<file path="config.mk">
export PLATFORM = sky130hd
export DESIGN_NAME = pifc_regs
export DESIGN_NICKNAME = d
export VERILOG_FILES = /design/src/rtl/pifc_regs.v
export VERILOG_INCLUDE_DIRS = /design/src /design/src/rtl
export SDC_FILE = /design/constraint.sdc
export NUM_CORES = 1
export LEC_CHECK = 0
export BUFFER_PORTS_ARGS = -buffer_cell sky130_fd_sc_hd__buf_4
export CAP_MARGIN = 5
export CELL_PAD_IN_SITES_DETAIL_PLACEMENT = 1
export CELL_PAD_IN_SITES_GLOBAL_PLACEMENT = 2
export CORE_UTILIZATION = 38
export DETAILED_ROUTE_END_ITERATION = 7
export GPL_TIMING_DRIVEN = 0
export PLACE_DENSITY_LB_ADDON = 0.1
export SLEW_MARGIN = 20
export SYNTH_ARGS = -nofsm -noshare
export SYNTH_HDL_FRONTEND = slang
export SYNTH_SLANG_ARGS = --single-unit
</file>
<file path="constraint.sdc">
create_clock -name i_clk -period 5.47 [get_ports i_clk]
set_clock_uncertainty 0.05 [all_clocks]
set_input_delay 1.094 -clock i_clk [delete_from_list [all_inputs] [get_ports i_clk]]
set_output_delay 1.094 -clock i_clk [all_outputs]
set_load 0.01 [all_outputs]
</file>
<file path="src/rtl/pifc_defines.vh">
`ifndef PIFC_DEFINES_VH
`define PIFC_DEFINES_VH

// ****************************************************************
// Register offsets.
// ****************************************************************
`define PIFC_OFS_POWER   8'h2D
`define PIFC_OFS_ENABLE  8'h2E
`define PIFC_OFS_ROUTE   8'h2F
`define PIFC_OFS_FLAGS   8'h30
`define PIFC_OFS_FORMAT  8'h31
`define PIFC_OFS_DATA_LO 8'h32
`define PIFC_OFS_DATA_HI 8'h37

// ****************************************************************
// Reset values; power-up lands in standby.
// ****************************************************************
`define PIFC_RST_POWER   8'h00
`define PIFC_RST_ENABLE  8'h00
`define PIFC_RST_ROUTE   8'h00
`define PIFC_RST_FORMAT  8'h00

// ****************************************************************
// Field positions of the power mode control register.
// ****************************************************************
`define PIFC_PWR_CHAIN   5
`define PIFC_PWR_AUTO    4
`define PIFC_PWR_MEAS    3
`define PIFC_PWR_SLEEP   2
`define PIFC_PWR_RATE_HI 1
`define PIFC_PWR_RATE_LO 0

// ****************************************************************
// Bit positions shared by enable, routing and flag registers.
// ****************************************************************
`define PIFC_EV_DRDY     7
`define PIFC_EV_TAP1     6
`define PIFC_EV_TAP2     5
`define PIFC_EV_ACT      4
`define PIFC_EV_INACT    3
`define PIFC_EV_FALL     2
`define PIFC_EV_WMARK    1
`define PIFC_EV_OVRUN    0
`define PIFC_DATA_CLR    8'h83

// ****************************************************************
// Field positions of the output format control register.
// ****************************************************************
`define PIFC_FMT_STEST   7
`define PIFC_FMT_SPI3    6
`define PIFC_FMT_INV     5
`define PIFC_FMT_FULL    3
`define PIFC_FMT_JUST    2
`define PIFC_FMT_RNG_HI  1
`define PIFC_FMT_RNG_LO  0
`define PIFC_FMT_MASK    8'hEF

// ****************************************************************
// Timing: fastest sleep reading rate and the clock rate.
// ****************************************************************
`define PIFC_CLK_HZ      50000000
`define PIFC_SLEEP_HZ    8
`define PIFC_SLEEP_CYC   (`PIFC_CLK_HZ / `PIFC_SLEEP_HZ)

`endif

</file>
<file path="src/rtl/pifc_regs.v">
`timescale 1ns/1ps
`default_nettype none
`include "pifc_defines.vh"

// Contract
// Chaining alternates inactivity then activity detection.
// Chain plus auto-sleep: sleep on inactivity, wake.
// Auto-sleep ignored while chaining is clear.
// Host goes via standby when clearing mode bits.
// Measure bit selects standby or measurement; reset standby.
// Sleep suppresses data-ready, FIFO writes; slow rate.
// Sleep runs only activity; data keeps updating.
// Sleep rate field gives 8, 4, 2, 1 Hz.
// Enable bit gates each source to pins.
// Data-ready, watermark, overrun always run.
// Host configures sources before enabling them.
// Routing bit zero pin A, one pin B.
// Each pin ORs its enabled routed sources.
// Data flags set always, cleared by data reads.
// Other flags cleared by reading flag register.
// Self-test bit applies force to sensor.
// Serial bit selects three- or four-wire port.
// Polarity bit: zero active high, one low.
// Full resolution keeps 4 mg per LSB.
// Justify bit: left or sign-extended right.
// Range field selects 2, 4, 8, 16 g.
// Clip output except at 16 g range.
module pifc_regs #(
   parameter P_SLEEP_CYC = `PIFC_SLEEP_CYC,
   parameter P_RAW_W     = 13
) (
   input  wire                 i_clk,
   input  wire                 i_nrst,
   input  wire [7:0]           i_addr,
   input  wire [7:0]           i_wdata,
   input  wire                 i_wr,
   input  wire                 i_rd,
   output reg  [7:0]           o_rdata,
   input  wire                 i_odr_clk,
   input  wire                 i_act_on,
   input  wire                 i_inact_on,
   input  wire [7:0]           i_evt,
   input  wire [3*P_RAW_W-1:0] i_raw,
   output reg  [47:0]          o_data,
   output reg                  o_irq_pin_a,
   output reg                  o_irq_pin_b,
   output reg                  o_measure,
   output reg                  o_asleep,
   output reg                  o_sample_tick,
   output reg                  o_fifo_wr_en,
   output reg                  o_act_run,
   output reg                  o_inact_run,
   output reg                  o_other_run,
   output reg                  o_self_test,
   output reg                  o_spi3
);

   // ****************************************************************
   // Chaining phase, one-hot.
   // ****************************************************************
   localparam [1:0] S_WAIT_INACT = 2'b01;
   localparam [1:0] S_WAIT_ACT   = 2'b10;

   reg  [7:0]  power_mode_control_ff;
   reg  [7:0]  interrupt_enable_mask_ff;
   reg  [7:0]  interrupt_pin_routing_ff;
   reg  [7:0]  interrupt_event_flags_ff;
   reg  [7:0]  output_format_control_ff;
   reg  [7:0]  nxt_flags;
   reg  [7:0]  nxt_rdata;
   reg  [1:0]  phase_ff;
   reg  [1:0]  nxt_phase;
   reg         auto_sleep_ff;
   reg         nxt_auto_sleep;
   reg  [2:0]  odr_sync_ff;
   reg  [31:0] sleep_cnt_ff;
   reg  [31:0] nxt_sleep_cnt;
   reg         nxt_tick;
   reg  [7:0]  evt_gated;
   reg  [7:0]  live;

   wire chain   = power_mode_control_ff[`PIFC_PWR_CHAIN];
   wire autoslp = power_mode_control_ff[`PIFC_PWR_AUTO];
   wire meas    = power_mode_control_ff[`PIFC_PWR_MEAS];
   wire [1:0] rate = power_mode_control_ff[`PIFC_PWR_RATE_HI:
                                           `PIFC_PWR_RATE_LO];
   wire inv     = output_format_control_ff[`PIFC_FMT_INV];
   wire full    = output_format_control_ff[`PIFC_FMT_FULL];
   wire just    = output_format_control_ff[`PIFC_FMT_JUST];
   wire [1:0] rng = output_format_control_ff[`PIFC_FMT_RNG_HI:
                                             `PIFC_FMT_RNG_LO];

   // The detector phase only follows chaining when both detectors are switched on.
   wire chain_on = chain & i_act_on & i_inact_on;
   // Auto-sleep has no effect unless chaining is set.
   wire auto_ok  = chain & autoslp;
   wire sleeping = power_mode_control_ff[`PIFC_PWR_SLEEP] |
                   auto_sleep_ff;

   wire wr_hit   = i_wr;
   wire rd_flags = i_rd & (i_addr == `PIFC_OFS_FLAGS);
   wire rd_data  = i_rd & (i_addr >= `PIFC_OFS_DATA_LO) &
                   (i_addr <= `PIFC_OFS_DATA_HI);
   wire odr_edge = odr_sync_ff[1] & ~odr_sync_ff[2];

   // ****************************************************************
   // Output formatting of one axis.
   // ****************************************************************
   // The raw sample is 13-bit at 4 mg per count, so one g range step
   // doubles the count limit. Clipping happens before scaling so the
   // narrow modes never wrap around.
   function [15:0] fmt;
      input [P_RAW_W-1:0] raw;
      input [1:0]         r;
      input               fr;
      input               lj;
      reg signed [15:0] v;
      reg signed [15:0] lim;
      reg [4:0]         w;
      begin
         v   = {{(16-P_RAW_W){raw[P_RAW_W-1]}}, raw};
         lim = 16'sh0200 <<< r;
         // Every range but the widest is clipped at its limits.
         if (r != 2'b11) begin
            if (v > lim - 16'sh0001)
               v = lim - 16'sh0001;
            else if (v < -lim)
               v = -lim;
         end
         // Full resolution keeps 4 mg per count; else 10 bits wide.
         if (fr) begin
            w = 5'h0A + {3'h0, r};
         end else begin
            v = v >>> r;
            w = 5'h0A;
         end
         // Left justify pushes the MSB up to bit 15.
         if (lj)
            fmt = v << (5'h10 - w);
         else
            fmt = v;
      end
   endfunction

   // ****************************************************************
   // Register writes.
   // ****************************************************************
   // Writes to unmapped offsets are dropped without effect.
   always @(posedge i_clk) begin
      if (!i_nrst) begin
         power_mode_control_ff    <= `PIFC_RST_POWER;
         interrupt_enable_mask_ff <= `PIFC_RST_ENABLE;
         interrupt_pin_routing_ff <= `PIFC_RST_ROUTE;
         output_format_control_ff <= `PIFC_RST_FORMAT;
      end else if (wr_hit) begin
         case (i_addr)
            `PIFC_OFS_POWER:
               power_mode_control_ff <= i_wdata & 8'h3F;
            `PIFC_OFS_ENABLE:
               interrupt_enable_mask_ff <= i_wdata;
            `PIFC_OFS_ROUTE:
               interrupt_pin_routing_ff <= i_wdata;
            `PIFC_OFS_FORMAT:
               output_format_control_ff <= i_wdata & `PIFC_FMT_MASK;
            default: begin
            end
         endcase
      end
   end

   // ****************************************************************
   // Read mux.
   // ****************************************************************
   // The flag register shows its value before the read clears it.
   always @* begin
      nxt_rdata = 8'h00;
      if (i_rd) begin
         case (i_addr)
            `PIFC_OFS_POWER:  nxt_rdata = power_mode_control_ff;
            `PIFC_OFS_ENABLE: nxt_rdata = interrupt_enable_mask_ff;
            `PIFC_OFS_ROUTE:  nxt_rdata = interrupt_pin_routing_ff;
            `PIFC_OFS_FLAGS:  nxt_rdata = interrupt_event_flags_ff;
            `PIFC_OFS_FORMAT: nxt_rdata = output_format_control_ff;
            default:          nxt_rdata = 8'h00;
         endcase
      end
   end

   always @(posedge i_clk) begin
      if (!i_nrst)
         o_rdata <= 8'h00;
      else
         o_rdata <= nxt_rdata;
   end

   // ****************************************************************
   // Event flags.
   // ****************************************************************
   // Data-ready is held off while asleep; the watermark and overrun
   // functions keep running whatever the enable mask says.
   always @* begin
      evt_gated = i_evt;
      if (sleeping)
         evt_gated[`PIFC_EV_DRDY] = 1'b0;
      if (!meas)
         evt_gated = 8'h00;
   end

   // Clear first, then set, so an event in the clearing cycle wins.
   always @* begin
      nxt_flags = interrupt_event_flags_ff;
      if (rd_data)
         nxt_flags = nxt_flags & ~`PIFC_DATA_CLR;
      if (rd_flags)
         nxt_flags = nxt_flags & `PIFC_DATA_CLR;
      nxt_flags = nxt_flags | evt_gated;
   end

   always @(posedge i_clk) begin
      if (!i_nrst)
         interrupt_event_flags_ff <= 8'h00;
      else
         interrupt_event_flags_ff <= nxt_flags;
   end

   // ****************************************************************
   // Interrupt pins.
   // ****************************************************************
   always @* begin
      live = interrupt_event_flags_ff & interrupt_enable_mask_ff;
   end

   // Polarity inverts both pins; idle level follows the bit one clock later.
   always @(posedge i_clk) begin
      if (!i_nrst) begin
         o_irq_pin_a <= 1'b0;
         o_irq_pin_b <= 1'b0;
      end else begin
         o_irq_pin_a <= (|(live & ~interrupt_pin_routing_ff)) ^ inv;
         o_irq_pin_b <= (|(live & interrupt_pin_routing_ff)) ^ inv;
      end
   end

   // ****************************************************************
   // Detector chaining and automatic sleep.
   // ****************************************************************
   // Inactivity is watched first; activity only after it has fired.
   always @* begin
      nxt_phase = phase_ff;
      if (!chain_on || !meas) begin
         nxt_phase = S_WAIT_INACT;
      end else begin
         case (phase_ff)
            S_WAIT_INACT:
               if (i_evt[`PIFC_EV_INACT])
                  nxt_phase = S_WAIT_ACT;
            S_WAIT_ACT:
               if (i_evt[`PIFC_EV_ACT])
                  nxt_phase = S_WAIT_INACT;
            default:
               nxt_phase = S_WAIT_INACT;
         endcase
      end
   end

   // Sleep on inactivity, wake on activity only if activity is on.
   always @* begin
      nxt_auto_sleep = auto_sleep_ff;
      if (!auto_ok || !meas)
         nxt_auto_sleep = 1'b0;
      else if (i_inact_on && i_evt[`PIFC_EV_INACT])
         nxt_auto_sleep = 1'b1;
      else if (i_act_on && i_evt[`PIFC_EV_ACT])
         nxt_auto_sleep = 1'b0;
   end

   always @(posedge i_clk) begin
      if (!i_nrst) begin
         phase_ff      <= S_WAIT_INACT;
         auto_sleep_ff <= 1'b0;
      end else begin
         phase_ff      <= nxt_phase;
         auto_sleep_ff <= nxt_auto_sleep;
      end
   end

   // ****************************************************************
   // Sampling clock and sleep rate divider.
   // ****************************************************************
   // The rate pin comes from another domain; the third stage only
   // remembers the previous synchronised level for edge detection.
   always @(posedge i_clk) begin
      if (!i_nrst)
         odr_sync_ff <= 3'h0;
      else
         odr_sync_ff <= {odr_sync_ff[1:0], i_odr_clk};
   end

   // The divider period doubles per field step: 8, 4, 2 or 1 Hz.
   always @* begin
      nxt_sleep_cnt = sleep_cnt_ff + 32'h1;
      nxt_tick      = 1'b0;
      if (!sleeping || !meas) begin
         nxt_sleep_cnt = 32'h0;
         nxt_tick      = meas & odr_edge;
      end else if (sleep_cnt_ff >=
                   (P_SLEEP_CYC << rate) - 32'h1) begin
         nxt_sleep_cnt = 32'h0;
         nxt_tick      = 1'b1;
      end
   end

   always @(posedge i_clk) begin
      if (!i_nrst) begin
         sleep_cnt_ff  <= 32'h0;
         o_sample_tick <= 1'b0;
      end else begin
         sleep_cnt_ff  <= nxt_sleep_cnt;
         o_sample_tick <= nxt_tick;
      end
   end

   // ****************************************************************
   // Power state outputs.
   // ****************************************************************
   // Sleep keeps only the activity detector alive.
   always @(posedge i_clk) begin
      if (!i_nrst) begin
         o_measure    <= 1'b0;
         o_asleep     <= 1'b0;
         o_fifo_wr_en <= 1'b0;
         o_act_run    <= 1'b0;
         o_inact_run  <= 1'b0;
         o_other_run  <= 1'b0;
      end else begin
         o_measure    <= meas;
         o_asleep     <= meas & sleeping;
         o_fifo_wr_en <= meas & ~sleeping;
         o_act_run    <= meas & i_act_on &
                         (~chain_on | phase_ff[1]);
         o_inact_run  <= meas & i_inact_on & ~sleeping &
                         (~chain_on | phase_ff[0]);
         o_other_run  <= meas & ~sleeping;
      end
   end

   // ****************************************************************
   // Sensor and serial port mode outputs.
   // ****************************************************************
   always @(posedge i_clk) begin
      if (!i_nrst) begin
         o_self_test <= 1'b0;
         o_spi3      <= 1'b0;
      end else begin
         o_self_test <= output_format_control_ff[`PIFC_FMT_STEST];
         o_spi3      <= output_format_control_ff[`PIFC_FMT_SPI3];
      end
   end

   // ****************************************************************
   // Output data, updated on every sample tick, asleep or not.
   // ****************************************************************
   // Format changes take effect at the next tick, so a sample set is
   // never mixed between two formats.
   genvar ax;
   generate
      for (ax = 0; ax < 3; ax = ax + 1) begin : g_axis
         always @(posedge i_clk) begin
            if (!i_nrst)
               o_data[16*ax+15:16*ax] <= 16'h0000;
            else if (nxt_tick)
               o_data[16*ax+15:16*ax] <=
                  fmt(i_raw[P_RAW_W*ax+P_RAW_W-1:P_RAW_W*ax],
                      rng, full, just);
         end
      end
   endgenerate

endmodule // pifc_regs

`default_nettype wire

</file>
==> results.ini <==
[synthesis]
synth_edf_count=0
synthCells=1573
ys_top_cells_by_area=dfxtp_1 (24%), ha_1 (7.5%), a21oi_1 (5.3%)
yosysTopAreaCellShare_pct=23.8
synth_largest_area_cell=dfxtp_1
ys_warn_count=0
ys_ff_latch=141
syn_area_um2=11800
synthFlopType=dfxtp_1
synth_cell_types=96
syn_area_per_cell_um2=7.52
async_flop_share_pct=0
seq_area_frac_synth_pct=23.8

[placed_design]
hpwl_um=45000
pre_cts_ws_ps=-254
place_congestion=1.04
place.port_buffers=135

[floorplanning]
dieHeight_um=178
initial_core_util_pct=38.7
dieArea_um2=31900
core_area_um2=30600
rows=64
dieWidth_um=178
ios=137

[grt]
grt_pass1_vias=13500
grt_usage_pct=36.5
antenna_found_initial=0
overflow=0
gr-usage-met1_pct=52.2
busiest_layer=met2
grt_use_met3_pct=9.02
grt_util_met2_pct=52.2
grt_max_degree=17
grt_pass1_wl_um=86100

[detailed_routing]
dr.pass1.iters=7
num_vias=14000
drtIter0Drc=1295
route.detailed.drc=0
via_per_inst=6.49
wl_per_cell_um=27.1
ant_nets=0
wirelength_um=58400

[worst_setup_path]
cp_cell_sequence=buf_2 -> inv_1 -> nor2_2 -> inv_1 -> ha_1 -> nand2_1 -> ha_1 -> nand4_1 -> or4_1 -> o221a_2 -> clkbuf_1 -> a22oi_2 -> o211ai_1 -> o221ai_1 -> o21ai_0 -> a21oi_1 -> o21ai_0
worst_setup_path_end_kind=flip-flop
worstSetupStartpoint=output_format_control_ff[0]
rr_endpoint=o_data[38]
cp-endpoint=o_data[38]
critPathSlowestCell=or4_1
crit_path_max_fanout=10
required_ps=5720
arrival_ps=5530
reg2reg_slack_ps=190
path_class=flip-flop to flip-flop
critPathMaxStageDelay_ps=630
r2r_start=output_format_control_ff[0]
reg2reg_depth=17
start_kind=flip-flop

[pwr]
p_per_area_nw_per_um2=193
seqPwrFrac_pct=38.0
p_clk_share_pct=42.8
switching_share_pct=31.3
ir_drop_uv=214
combPwrFrac_pct=19.3
internal_power_mw=1.86
p_switching_uw=847
leakagePower_nw=5.73

[cells_and_area]
utilization_pct=45.9
final_nets=1885
fillers=3910
final_layout_size_suffix_gt1_share_pct=14.5
area_delta_synth_final_pct=18.6
antenna_cells=0

[cts]
worstSkewPairLatency_ps=440
cts_buffers=17
hold_buffers=0
cts_buffer_depth=2
cts_sinks=141
clkTransAtPathRegs_ps=70
cts_tree=done
htreeDepth=4
root_buffer=clkbuf_16

[run]
maxCapViolations=0

[sta]
rsz0062_at_grt=false
setup_violations=0
setup_ws_ps=190
fin_crit_ps=5280
fmax_mhz=189
hold_viol_final=0
tightest_slew_ps=1200
drv_slew=0
slew_headroom_pct=19.4
min_period_over_period_pct=96.5

[worst_hold_path]
hp-class=flip-flop to flip-flop
min_path_cells=1

[status]
run_status=complete, no violations

-- power groups by stage --
stage | Sequential, mW | Combinational, mW | Clock [mW]
2_1_floorplan | 1.05 | 0.283 | 0
3_3_place_gp | 1.05 | 0.485 | 0
3_5_place_dp | 1.05 | 0.489 | 0
4_1_cts | 1.03 | 0.492 | 1.18
5_1_grt | 1.03 | 0.549 | 1.22
6_report | 1.03 | 0.521 | 1.16
-- registers in the layout (all words and copies together) (netlist names), 2 cells and up --
signal / cells
interrupt_enable_mask_ff: 8
output_format_control_ff: 7
interrupt_pin_routing_ff: 8
phase_ff: 2
o_rdata: 8
sleep_cnt_ff: 32
o_data: 48
interrupt_event_flags_ff: 8
power_mode_control_ff: 6
odr_sync_ff: 3
-- worst max-delay path: cells and delay by family (launching register included) --
family          cells  cell delay [ps]
buf+inv             4              990
simple gates        4             1470
fa+ha+maj           2              560
compound gates      7             1770
flops               1              300
-- cells in the mapped netlist (all sizes together), types with 9 or more instances --
cell,count
o31ai,14
and3,21
dfxtp,141
ha,71
o221ai,16
mux2,11
a31oi,24
o21a,14
o21ai,104
o211ai,25
a211o,9
nor2,165
o22ai,28
nand2,152
a21o,15
nand3,62
a311oi,10
mux2i,54
a22oi,20
a22o,19
a32oi,13
or2,9
nand4,22
xor2,20
xnor2,14
a21boi,9
nor3,22
and2,17
nor2b,36
buf,33
inv,32
a21oi,126
a221oi,12
clkbuf,79
nand2b,13
a211oi,37
-- repair_timing --
| action | CTS | global route |
|---|---|---|
| gates resized for setup | 2 | 8 |
| buffers inserted | 0 | 0 |
| hold endpoints to repair | 0 | 0 |
| setup endpoints to repair | 10 | 28 |
-- through the flow --
stage / power (mW) / setup TNS (ps) / instance area [µm²] / instances / hold slack, ps
after floorplan: 1.33 / 0 / 11900 / 1591 / 362
after global placement: 1.54 / -875 / 13400 / 2122 / 375
after detailed placement: 1.54 / -736 / 13400 / 2122 / 390
after CTS: 2.70 / 0 / 14000 / 2154 / 403
after global routing: 2.80 / 0 / 14000 / 2153 / 421
final: 2.71 / 0 / 14000 / 2153 / 398
-- worst min path at each step --
| stage | slack [ps] | startpoint | to |
|---|---|---|---|
| 2_1_floorplan | 360 | odr_sync_ff[0] | odr_sync_ff[1] |
| 3_5_place_dp | 390 | sleep_cnt_ff[0] | sleep_cnt_ff[0] |
| 3_3_place_gp | 370 | sleep_cnt_ff[0] | sleep_cnt_ff[0] |
| 4_1_cts | 400 | sleep_cnt_ff[0] | sleep_cnt_ff[0] |
| 6_report | 400 | sleep_cnt_ff[0] | sleep_cnt_ff[0] |
| 5_1_grt | 420 | odr_sync_ff[0] | odr_sync_ff[1] |
-- layout by cell type, fill, tap and decap left out, drive strengths merged, types with 8 or more instances in the layout --
cell type,instances
o31ai,14
o211a,8
inv,39
or2,9
nor3,22
a311oi,10
buf,168
nor2,165
xnor2,14
o211ai,25
nand4,22
a21o,15
and2,17
xor2,20
ha,71
a211o,9
a21boi,9
nand3,62
o21ai,104
a221oi,12
a32oi,13
a22o,19
a22oi,20
clkbuf,97
dfxtp,141
o221ai,16
nor2b,36
a21oi,126
o21a,14
and3,21
a31oi,24
conb,20
nand2,152
a211oi,37
mux2,11
nand2b,13
o22ai,28
mux2i,54
-- cell type report --
class | count | area [µm²] | area share (%)
inverters | 33 | 126 | 0.901
well taps | 396 | 495 | 3.53
flip-flops and latches | 141 | 2820 | 20.1
clock buffers | 19 | 453 | 3.23
plain buffers | 111 | 495 | 3.53
clock inverters | 13 | 129 | 0.918
repair buffers | 135 | 1010 | 7.22
multi-input cells | 1305 | 8500 | 60.5
-- kinds of logic (layout without fill, tap and decap cells) --
group | Yosys count | after routing | synth area share [%]
compound gates | 561 | 561 | 33.0
simple gates | 554 | 554 | 22.2
buf+inv | 145 | 311 | 5.26
flops | 141 | 141 | 23.8
fa+ha+maj | 71 | 71 | 7.51
mux | 65 | 65 | 5.61
xor+xnor | 34 | 34 | 2.52
other cells | 2 | 20 | 0.0634
-- per-layer routing --
layer | up-vias | share of wire [%]
met1 | 6822 | 46
met4 | 0 | 3.3
li1 | 6235 | -
met3 | 126 | 9.8
met2 | 781 | 41
met5 | - | 0
No activity file was read; power rests on OpenSTA's default activity.
